$ cat src/shared/timer_ctl_pkg.sv
// Package: register map, field layout and types for the timer control block
package timer_ctl_pkg;

  // ----------------------------------------
  // Register offsets (byte addresses)
  // ----------------------------------------
  localparam logic [7:0] OFS_MODE_A = 8'h04;
  localparam logic [7:0] OFS_MODE_B = 8'h08;
  localparam logic [7:0] OFS_CONTROL = 8'h0c;
  localparam logic [7:0] OFS_COUNT_A = 8'h10;
  localparam logic [7:0] OFS_COUNT_B = 8'h14;
  localparam logic [7:0] OFS_STATUS = 8'h1c;
  localparam logic [7:0] OFS_RTC = 8'h20;

  // ----------------------------------------
  // Control field positions
  // ----------------------------------------
  localparam int B_EDGE_B_HI = 11;
  localparam int B_EDGE_B_LO = 10;
  localparam int B_FREEZE_B = 9;
  localparam int B_RUN_B = 8;
  localparam int B_RSVD7 = 7;
  localparam int B_PWM_INV_A = 6;
  localparam int B_ADC_TRIG_A = 5;
  localparam int B_RTC_EN = 4;
  localparam int B_EDGE_A_HI = 3;
  localparam int B_EDGE_A_LO = 2;
  localparam int B_FREEZE_A = 1;
  localparam int B_RUN_A = 0;

  // ----------------------------------------
  // Reset values and encodings
  // ----------------------------------------
  localparam logic [11:0] CONTROL_RESET = 12'h000;
  localparam logic [1:0] MODE_RESET = 2'h0;
  localparam logic [15:0] COUNT_RESET = 16'h0000;
  localparam logic [31:0] RTC_RESET = 32'h0000_0000;
  localparam logic [1:0] EDGE_RISE = 2'h0;
  localparam logic [1:0] EDGE_FALL = 2'h1;
  localparam logic [1:0] EDGE_RSVD = 2'h2;
  localparam logic [1:0] EDGE_BOTH = 2'h3;
  localparam logic [1:0] MODE_RSVD = 2'h0;
  localparam logic [1:0] MODE_ONESHOT = 2'h1;
  localparam logic [1:0] MODE_PERIODIC = 2'h2;
  localparam logic [1:0] MODE_CAPTURE = 2'h3;

  // ----------------------------------------
  // Types
  // ----------------------------------------
  typedef struct packed {
    logic [1:0] edge_b;
    logic freeze_b;
    logic run_b;
    logic rsvd7;
    logic pwm_inv_a;
    logic adc_trig_a;
    logic rtc_en;
    logic [1:0] edge_a;
    logic freeze_a;
    logic run_a;
  } control_t;

  typedef struct packed {
    logic run;
    logic freeze;
    logic [1:0] mode;
    logic [1:0] edge_sel;
  } half_cfg_t;

  typedef struct packed {
    logic [15:0] count;
    logic active;
    logic timeout;
    logic capture;
  } half_state_t;

endpackage

$ cat src/verilog/edge_detect.sv
// Capture edge detector with two-flop pin synchroniser
`timescale 1ns/10ps
`default_nettype none
module edge_detect
  import timer_ctl_pkg::*;
(
  input wire logic clk_i,
  input wire logic rst_i,
  input wire logic pin_i,
  input wire logic [1:0] edge_sel_i,
  output logic hit_o
);
  logic meta_q;
  logic sync_q;
  logic last_q;
  logic rise;
  logic fall;

  always_ff @(posedge clk_i)
  begin
    if (rst_i)
    begin
      meta_q <= 1'b0;
      sync_q <= 1'b0;
      last_q <= 1'b0;
    end
    else
    begin
      meta_q <= pin_i;
      sync_q <= meta_q;
      last_q <= sync_q;
    end
  end

  assign rise = sync_q & ~last_q;
  assign fall = ~sync_q & last_q;

  always_comb
  begin
    unique case (edge_sel_i)
      EDGE_RISE: hit_o = rise;
      EDGE_FALL: hit_o = fall;
      EDGE_BOTH: hit_o = rise | fall;
      default: hit_o = 1'b0;
    endcase
  end
endmodule
`default_nettype wire

$ cat src/verilog/timer_half.sv
// One 16-bit timer half: one-shot, periodic and edge-count capture
`timescale 1ns/10ps
`default_nettype none
module timer_half
  import timer_ctl_pkg::*;
(
  input wire logic clk_i,
  input wire logic rst_i,
  input wire half_cfg_t cfg_i,
  input wire logic halted_i,
  input wire logic [15:0] load_i,
  input wire logic edge_hit_i,
  output half_state_t state_o
);
  logic [15:0] count_q;
  logic active_q;
  logic timeout_q;
  logic capture_q;
  logic step;

  // Frozen only while halted by the debugger and freeze is set
  assign step = cfg_i.run & ~(halted_i & cfg_i.freeze);

  always_ff @(posedge clk_i)
  begin
    if (rst_i)
    begin
      count_q <= COUNT_RESET;
      active_q <= 1'b0;
      timeout_q <= 1'b0;
      capture_q <= 1'b0;
    end
    else
    begin
      timeout_q <= 1'b0;
      capture_q <= 1'b0;
      if (!cfg_i.run)
      begin
        count_q <= load_i;
        active_q <= 1'b0;
      end
      else if (step)
      begin
        unique case (cfg_i.mode)
          MODE_ONESHOT:
          begin
            active_q <= count_q != 16'h0000;
            if (count_q != 16'h0000)
            begin
              count_q <= count_q - 16'h0001;
              timeout_q <= count_q == 16'h0001;
            end
          end
          MODE_PERIODIC:
          begin
            active_q <= 1'b1;
            if (count_q == 16'h0000)
            begin
              count_q <= load_i;
              timeout_q <= 1'b1;
            end
            else
            begin
              count_q <= count_q - 16'h0001;
            end
          end
          MODE_CAPTURE:
          begin
            active_q <= 1'b1;
            if (edge_hit_i)
            begin
              count_q <= count_q - 16'h0001;
              capture_q <= 1'b1;
            end
          end
          default: active_q <= 1'b0;
        endcase
      end
    end
  end

  assign state_o = '{count: count_q, active: active_q, timeout: timeout_q, capture: capture_q};
endmodule
`default_nettype wire

$ cat src/verilog/timer_ctl.sv
// Timer module with control register, two 16-bit halves and RTC counter
`timescale 1ns/10ps
`default_nettype none
module timer_ctl
  import timer_ctl_pkg::*;
(
  input wire logic clk_i,
  input wire logic rst_i,
  input wire logic [7:0] adr_i,
  input wire logic [31:0] dat_i,
  output logic [31:0] dat_o,
  input wire logic we_i,
  input wire logic [3:0] sel_i,
  input wire logic cyc_i,
  input wire logic stb_i,
  output logic ack_o,
  output logic err_o,
  input wire logic debug_halt_i,
  input wire logic capture_a_i,
  input wire logic capture_b_i,
  output logic pwm_a_o,
  output logic adc_trigger_a_o,
  output logic [11:0] control_o
);
  import timer_ctl_pkg::*;

  // ----------------------------------------
  // Registers
  // ----------------------------------------
  control_t ctl_q;
  logic [1:0] mode_a_q;
  logic [1:0] mode_b_q;
  logic [15:0] load_a_q;
  logic [15:0] load_b_q;
  logic [31:0] rtc_q;
  logic halt_meta_q;
  logic halt_q;
  logic pwm_raw_q;
  half_state_t st_a;
  half_state_t st_b;
  logic hit_a;
  logic hit_b;
  logic req;
  logic wr;
  logic hit_map;

  function automatic logic [31:0] merge(input logic [31:0] old, input logic [31:0] nw,
                                        input logic [3:0] be);
    logic [31:0] r;
    r = old;
    for (int i = 0; i < 4; i++)
    begin
      if (be[i])
      begin
        r[i*8 +: 8] = nw[i*8 +: 8];
      end
    end
    return r;
  endfunction

  // ----------------------------------------
  // Wishbone slave
  // ----------------------------------------
  assign req = cyc_i & stb_i & ~ack_o & ~err_o;
  assign wr = req & we_i;

  always_comb
  begin
    unique case (adr_i)
      OFS_MODE_A, OFS_MODE_B, OFS_CONTROL, OFS_COUNT_A, OFS_COUNT_B, OFS_STATUS, OFS_RTC:
        hit_map = 1'b1;
      default: hit_map = 1'b0;
    endcase
  end

  always_ff @(posedge clk_i)
  begin
    if (rst_i)
    begin
      ack_o <= 1'b0;
      err_o <= 1'b0;
    end
    else
    begin
      ack_o <= req & hit_map;
      err_o <= req & ~hit_map;
    end
  end

  always_ff @(posedge clk_i)
  begin
    if (rst_i)
    begin
      dat_o <= 32'h0000_0000;
    end
    else if (req)
    begin
      unique case (adr_i)
        OFS_MODE_A: dat_o <= {30'h0, mode_a_q};
        OFS_MODE_B: dat_o <= {30'h0, mode_b_q};
        OFS_CONTROL: dat_o <= {20'h0, ctl_q};
        OFS_COUNT_A: dat_o <= {16'h0, st_a.count};
        OFS_COUNT_B: dat_o <= {16'h0, st_b.count};
        OFS_STATUS: dat_o <= {28'h0, st_b.active, st_a.active, halt_q, rtc_q != RTC_RESET};
        OFS_RTC: dat_o <= rtc_q;
        default: dat_o <= 32'h0000_0000;
      endcase
    end
  end

  // ----------------------------------------
  // Control register
  // ----------------------------------------
  always_ff @(posedge clk_i)
  begin
    if (rst_i)
    begin
      ctl_q <= CONTROL_RESET;
    end
    else if (wr && adr_i == OFS_CONTROL)
    begin
      ctl_q <= 12'(merge({20'h0, ctl_q}, dat_i, sel_i));
      ctl_q.rsvd7 <= 1'b0;
    end
  end

  always_ff @(posedge clk_i)
  begin
    if (rst_i)
    begin
      mode_a_q <= MODE_RESET;
      mode_b_q <= MODE_RESET;
      load_a_q <= COUNT_RESET;
      load_b_q <= COUNT_RESET;
    end
    else if (wr)
    begin
      if (adr_i == OFS_MODE_A && sel_i[0])
      begin
        mode_a_q <= dat_i[1:0];
      end
      if (adr_i == OFS_MODE_B && sel_i[0])
      begin
        mode_b_q <= dat_i[1:0];
      end
      if (adr_i == OFS_COUNT_A)
      begin
        load_a_q <= 16'(merge({16'h0, load_a_q}, dat_i, sel_i));
      end
      if (adr_i == OFS_COUNT_B)
      begin
        load_b_q <= 16'(merge({16'h0, load_b_q}, dat_i, sel_i));
      end
    end
  end

  // ----------------------------------------
  // Debug halt synchroniser
  // ----------------------------------------
  always_ff @(posedge clk_i)
  begin
    if (rst_i)
    begin
      halt_meta_q <= 1'b0;
      halt_q <= 1'b0;
    end
    else
    begin
      halt_meta_q <= debug_halt_i;
      halt_q <= halt_meta_q;
    end
  end

  // ----------------------------------------
  // Timer halves
  // ----------------------------------------
  edge_detect u_edge_a (
    .clk_i(clk_i),
    .rst_i(rst_i),
    .pin_i(capture_a_i),
    .edge_sel_i(ctl_q.edge_a),
    .hit_o(hit_a)
  );

  edge_detect u_edge_b (
    .clk_i(clk_i),
    .rst_i(rst_i),
    .pin_i(capture_b_i),
    .edge_sel_i(ctl_q.edge_b),
    .hit_o(hit_b)
  );

  timer_half u_half_a (
    .clk_i(clk_i),
    .rst_i(rst_i),
    .cfg_i('{run: ctl_q.run_a, freeze: ctl_q.freeze_a, mode: mode_a_q, edge_sel: ctl_q.edge_a}),
    .halted_i(halt_q),
    .load_i(load_a_q),
    .edge_hit_i(hit_a),
    .state_o(st_a)
  );

  timer_half u_half_b (
    .clk_i(clk_i),
    .rst_i(rst_i),
    .cfg_i('{run: ctl_q.run_b, freeze: ctl_q.freeze_b, mode: mode_b_q, edge_sel: ctl_q.edge_b}),
    .halted_i(halt_q),
    .load_i(load_b_q),
    .edge_hit_i(hit_b),
    .state_o(st_b)
  );

  // ----------------------------------------
  // RTC counter
  // ----------------------------------------
  always_ff @(posedge clk_i)
  begin
    if (rst_i)
    begin
      rtc_q <= RTC_RESET;
    end
    else if (ctl_q.rtc_en)
    begin
      rtc_q <= rtc_q + 32'h0000_0001;
    end
  end

  // ----------------------------------------
  // PWM, ADC trigger and control outputs
  // ----------------------------------------
  always_ff @(posedge clk_i)
  begin
    if (rst_i)
    begin
      pwm_raw_q <= 1'b0;
    end
    else if (!ctl_q.run_a)
    begin
      pwm_raw_q <= 1'b0;
    end
    else if (st_a.timeout)
    begin
      pwm_raw_q <= ~pwm_raw_q;
    end
  end

  always_ff @(posedge clk_i)
  begin
    if (rst_i)
    begin
      pwm_a_o <= 1'b0;
      adc_trigger_a_o <= 1'b0;
      control_o <= CONTROL_RESET;
    end
    else
    begin
      pwm_a_o <= pwm_raw_q ^ ctl_q.pwm_inv_a;
      adc_trigger_a_o <= st_a.timeout & ctl_q.adc_trig_a;
      control_o <= ctl_q;
    end
  end

  // ----------------------------------------
  // Assertions
  // ----------------------------------------
  a_pwm_invert: assert property (@(posedge clk_i) disable iff (rst_i)
    pwm_a_o == ($past(pwm_raw_q) ^ $past(ctl_q.pwm_inv_a)))
    else $error("pwm output does not follow invert bit");
  a_trig_gated: assert property (@(posedge clk_i) disable iff (rst_i)
    adc_trigger_a_o |-> $past(ctl_q.adc_trig_a) && $past(st_a.timeout))
    else $error("adc trigger without enable");
  a_rtc_hold: assert property (@(posedge clk_i) disable iff (rst_i)
    !$past(ctl_q.rtc_en) && !$past(rst_i) |-> $stable(rtc_q))
    else $error("rtc counted while disabled");
  a_rtc_step: assert property (@(posedge clk_i) disable iff (rst_i)
    $past(ctl_q.rtc_en) && !$past(rst_i) |-> rtc_q == $past(rtc_q) + 32'h0000_0001)
    else $error("rtc did not count");
  a_rsvd_zero: assert property (@(posedge clk_i) disable iff (rst_i)
    ctl_q.rsvd7 == 1'b0)
    else $error("reserved bit set");
  a_ctl_write: assert property (@(posedge clk_i) disable iff (rst_i)
    wr && adr_i == OFS_CONTROL && sel_i == 4'hf |=> ctl_q.run_a == $past(dat_i[B_RUN_A])
      && ctl_q.edge_b == $past(dat_i[B_EDGE_B_HI:B_EDGE_B_LO]))
    else $error("control write not stored");
  a_ctl_reset: assert property (@(posedge clk_i)
    rst_i |=> ctl_q == CONTROL_RESET)
    else $error("control not cleared by reset");
  a_freeze_a: assert property (@(posedge clk_i) disable iff (rst_i)
    ctl_q.run_a && ctl_q.freeze_a && halt_q ##1 ctl_q.run_a |-> $stable(st_a.count))
    else $error("timer a counted while frozen");
  a_freeze_b: assert property (@(posedge clk_i) disable iff (rst_i)
    ctl_q.run_b && ctl_q.freeze_b && halt_q ##1 ctl_q.run_b |-> $stable(st_b.count))
    else $error("timer b counted while frozen");
  a_stop_b: assert property (@(posedge clk_i) disable iff (rst_i)
    !ctl_q.run_b |=> !st_b.active)
    else $error("timer b active while disabled");
  a_stop_a: assert property (@(posedge clk_i) disable iff (rst_i)
    !ctl_q.run_a |=> !st_a.active)
    else $error("timer a active while disabled");
  a_edge_rsvd: assert property (@(posedge clk_i) disable iff (rst_i)
    (ctl_q.edge_a == EDGE_RSVD |-> !hit_a) and (ctl_q.edge_b == EDGE_RSVD |-> !hit_b))
    else $error("reserved edge code produced a hit");
  a_ack_drop: assert property (@(posedge clk_i) disable iff (rst_i)
    ack_o |=> !ack_o)
    else $error("ack held two cycles");
  c_trig: cover property (@(posedge clk_i) disable iff (rst_i) adc_trigger_a_o);
  c_freeze: cover property (@(posedge clk_i) disable iff (rst_i)
    halt_q && ctl_q.freeze_a && ctl_q.run_a);
  c_capture: cover property (@(posedge clk_i) disable iff (rst_i) st_b.capture);
endmodule
`default_nettype wire

$ cat config.mk
export PLATFORM = sky130hd
export DESIGN_NAME = timer_ctl
export DESIGN_NICKNAME = d
export VERILOG_FILES = /design/src/shared/timer_ctl_pkg.sv /design/src/verilog/edge_detect.sv /design/src/verilog/timer_half.sv /design/src/verilog/timer_ctl.sv
export SDC_FILE = /design/constraint.sdc
export NUM_CORES = 1
export LEC_CHECK = 0
export BUFFER_PORTS_ARGS = -buffer_cell sky130_fd_sc_hd__clkbuf_2
export CELL_PAD_IN_SITES_DETAIL_PLACEMENT = 0
export CELL_PAD_IN_SITES_GLOBAL_PLACEMENT = 1
export CORE_MARGIN = 2
export CORE_UTILIZATION = 49
export CTS_BUF_LIST = sky130_fd_sc_hd__clkbuf_4 sky130_fd_sc_hd__clkbuf_8
export DETAILED_ROUTE_END_ITERATION = 10
export PLACE_DENSITY = 0.94
export SYNTH_ARGS = -nofsm -noshare
export SYNTH_HDL_FRONTEND = slang
export SYNTH_SLANG_ARGS = --single-unit
$ cat constraint.sdc
create_clock -name clk_i -period 4.39 [get_ports clk_i]
set_input_delay 0.6585 -clock clk_i [delete_from_list [all_inputs] [get_ports clk_i]]
set_output_delay 0.6585 -clock clk_i [all_outputs]
set_load 0.05 [all_outputs]
==> impl_metrics.toml <==
[synth]
syn_avg_cell_area_um2 = 8.39
ys.flop_type = "dfxtp_1"
yosysSeqAreaShare_pct = 42.1
synthArstFlopShare_pct = 0
synth-edff-count = 0
yosys_warnings = 0
syn_area_um2 = 8080
synth.distinct_cells = 61
synth.net_count = 1030
synth-seq-cells = 170
synth_cells = 963

[clock_tree]
cts_buffers = 17
cts.sinks = 170
cts_root_buf = "clkbuf_8"
cts.clk_slew.worst_paths_ns = 0.09
cts_setup_buffers = 0
post_cts_resized = 0
hold_buffers = 0
ctsHtreeMaxLevel = 4
cts_buffer_depth = 2
cts_tree = "done"
insertion_delay_ns = 0.49

[worst_setup_path]
worstReg2RegEnd = "u_half_a.count_q[3]"
crit_type = "register to register"
end_kind = "register"
timing.rr.start = "u_half_a.count_q[0]"
cp-start-kind = "register"
rr_worst_depth = 8
cp.required_ns = 4.80
cp.arrival_ns = 3.34
critPathCapture = "u_half_a.count_q[3]"
path_max_fanout = 32
r2r_slack_ns = 1.46
startpoint = "u_half_a.count_q[0]"

[final_layout]
fin_util_pct = 55.6
antenna_cells = 0
final_nets = 1077
drive_above_1_share_pct = 13.5
area_delta_synth_final_pct = 10.2

[timing]
setup_violations = 0
tightestPinTransition_ns = 1.11
min_period_ns = 2.93
timing.fmax_mhz = 342
setup-tns-final_ns = 0
rsz0062_at_grt = "no"
fin_crit_sh_pct = 66.7
drv_slew = 0
slew_headroom_pct = 26.0
clock_skew_ns = 0.0126
hold_viol_final = 0

[route]
wl_met3_um = 1180
ant_nets = 0
wl_met2_um = 9270
drt-total-wl_um = 20500
dr.first_iter.drc_count = 564
first_pass_iters = 7
drc_errors = 0
vias_per_cell = 5.65
num_vias = 7002
highest_layer = "met4"
post_drt_wl_per_cell_um = 16.6
met1_length_um = 9730

[global_route]
grt_pass1_wl_um = 33300
overflow = 0
grt_pass1_vias = 6472
grt_max_degree = 62
grt_usage_pct = 23.6
antenna_found_initial = 0

[power_and_ir_drop]
powerDensity_nw_per_um2 = 300
p_leak_nw = 3.16
fin_total_pwr_w = 0.00267
peakVddDrop_mv = 0.216

[floorplan]
num_rows = 46
dieWidth_um = 132
dieArea_um2 = 17500
core-area_um2 = 16000
start_util_pct = 50.5
ios = 100
die_y_um = 132

[worst_hold_path]
worstHoldStart = "debug_halt_i"
holdCritPathClass = "primary input to register"

[job]
cap_violations = 0

[placed_design]
hpwl_um = 14600
gp_congestion = 0.912
io_buffers = 80

[outcome]
status = "complete, no violations"
-- layout by cell type (no fill, tap or decap), types with 13 or more instances in the layout --
master	instances
dfxtp_1	170
nor2_1	133
clkbuf_2	79
a21oi_1	74
nand2_1	73
mux2i_1	53
nand3_1	50
o21ai_0	42
inv_1	34
nor3_1	25
nor2b_1	20
nor4_1	18
clkbuf_8	18
nand4_1	15
xor2_1	15
ha_1	15
o211ai_1	14
a21o_1	14
xnor2_1	13
-- worst min-delay path by stage --
stage | end | cells past startpoint
6_report | halt_meta_q | 2
5_1_grt | halt_meta_q | 2
4_1_cts | u_edge_b.meta_q | 2
3_5_place_dp | u_edge_a.sync_q | 1
3_3_place_gp | u_edge_a.sync_q | 1
2_1_floorplan | halt_q | 1
-- area by class of cell --
cell class                      instances  area [µm²]
Inverter                               34         128
Multi-Input combinational cell        702        4300
Timing Repair Buffer                   85         440
Fill cell                            1604        7100
Clock inverter                         14         113
Sequential cell                       170        3400
Tap cell                              216         270
Clock buffer                           18         248
-- flip-flops by register name, summed over array words and instances (netlist names), 2 cells and up --
register	cells
dat_o	32
rtc_q	32
load_a_q	16
load_b_q	16
u_half_a.count_q	16
u_half_b.count_q	16
control_o	11
ctl_q	11
mode_a_q	2
mode_b_q	2
-- metrics by stage --
step	setup WS, ns	hold WS [ns]	cell area, µm²	std cells
after floorplan	2.19	0.414	8080	963
after global routing	1.15	0.380	8900	1239
after global placement	1.46	0.430	8540	1207
after detailed placement	1.41	0.438	8540	1207
final	1.46	0.376	8900	1239
after CTS	1.46	0.366	8900	1239
-- kinds of logic (layout without fill, tap and decap cells) --
group,count (synthesis),count (layout),synth area share [%]
AOI/OAI and AO/OA,207,207,15.8
xor gates and xnor gates,28,28,3.04
adders and majority gates,15,15,2.32
buffers and inverters,91,151,4.76
DFF,170,170,42.1
muxes,56,56,6.99
other,1,1,0.0464
and+or+nand+nor,395,395,24.9
-- where the power goes --
group           total, W  switching, W  leakage (nW)  internal [W]
Clock            0.00104      0.000621         0.181      0.000416
Sequential       0.00155    0.00000192          1.37       0.00154
Combinational  0.0000874     0.0000662          1.60     0.0000211
-- critical path, cell delays in order (launching register included) --
cell	delay [ns]
dfxtp_1	0.38
inv_1	0.15
ha_1	0.25
nor4b_1	0.44
nand4b_4	0.20
nor2_1	0.12
o31a_1	0.87
o21ai_0	0.23
a21oi_1	0.20
-- synthesized netlist by cell type, drive strengths merged, types with 4 or more instances --
cell type,number,share of area (%)
a211oi,5,0.46
a21o,14,1.3
a21oi,75,4.7
a221oi,10,1.1
a22o,10,1.1
a22oi,4,0.37
and2,12,0.93
and3,5,0.39
buf,21,1.5
clkbuf,36,1.7
dfxtp,170,42
ha,15,2.3
inv,34,1.6
mux2i,53,6.6
nand2,74,3.5
nand3,51,3.2
nand4,15,1.2
nor2,133,6.2
nor2b,20,1.5
nor3,36,3.2
nor4,20,1.9
nor4b,5,0.54
o211ai,14,1.3
o21ai,54,3.3
o22ai,5,0.39
or3,10,0.77
xnor2,13,1.4
xor2,15,1.6
-- metal layers --
metal / vias to the layer above / GRT usage (%)
met3: 27 / 5.27
met5: - / 0
met4: 0 / 7.23
met2: 215 / 36.6
li1: 3475 / -
met1: 3285 / 32.9
Note: power is estimated with default switching activity, not from simulation.
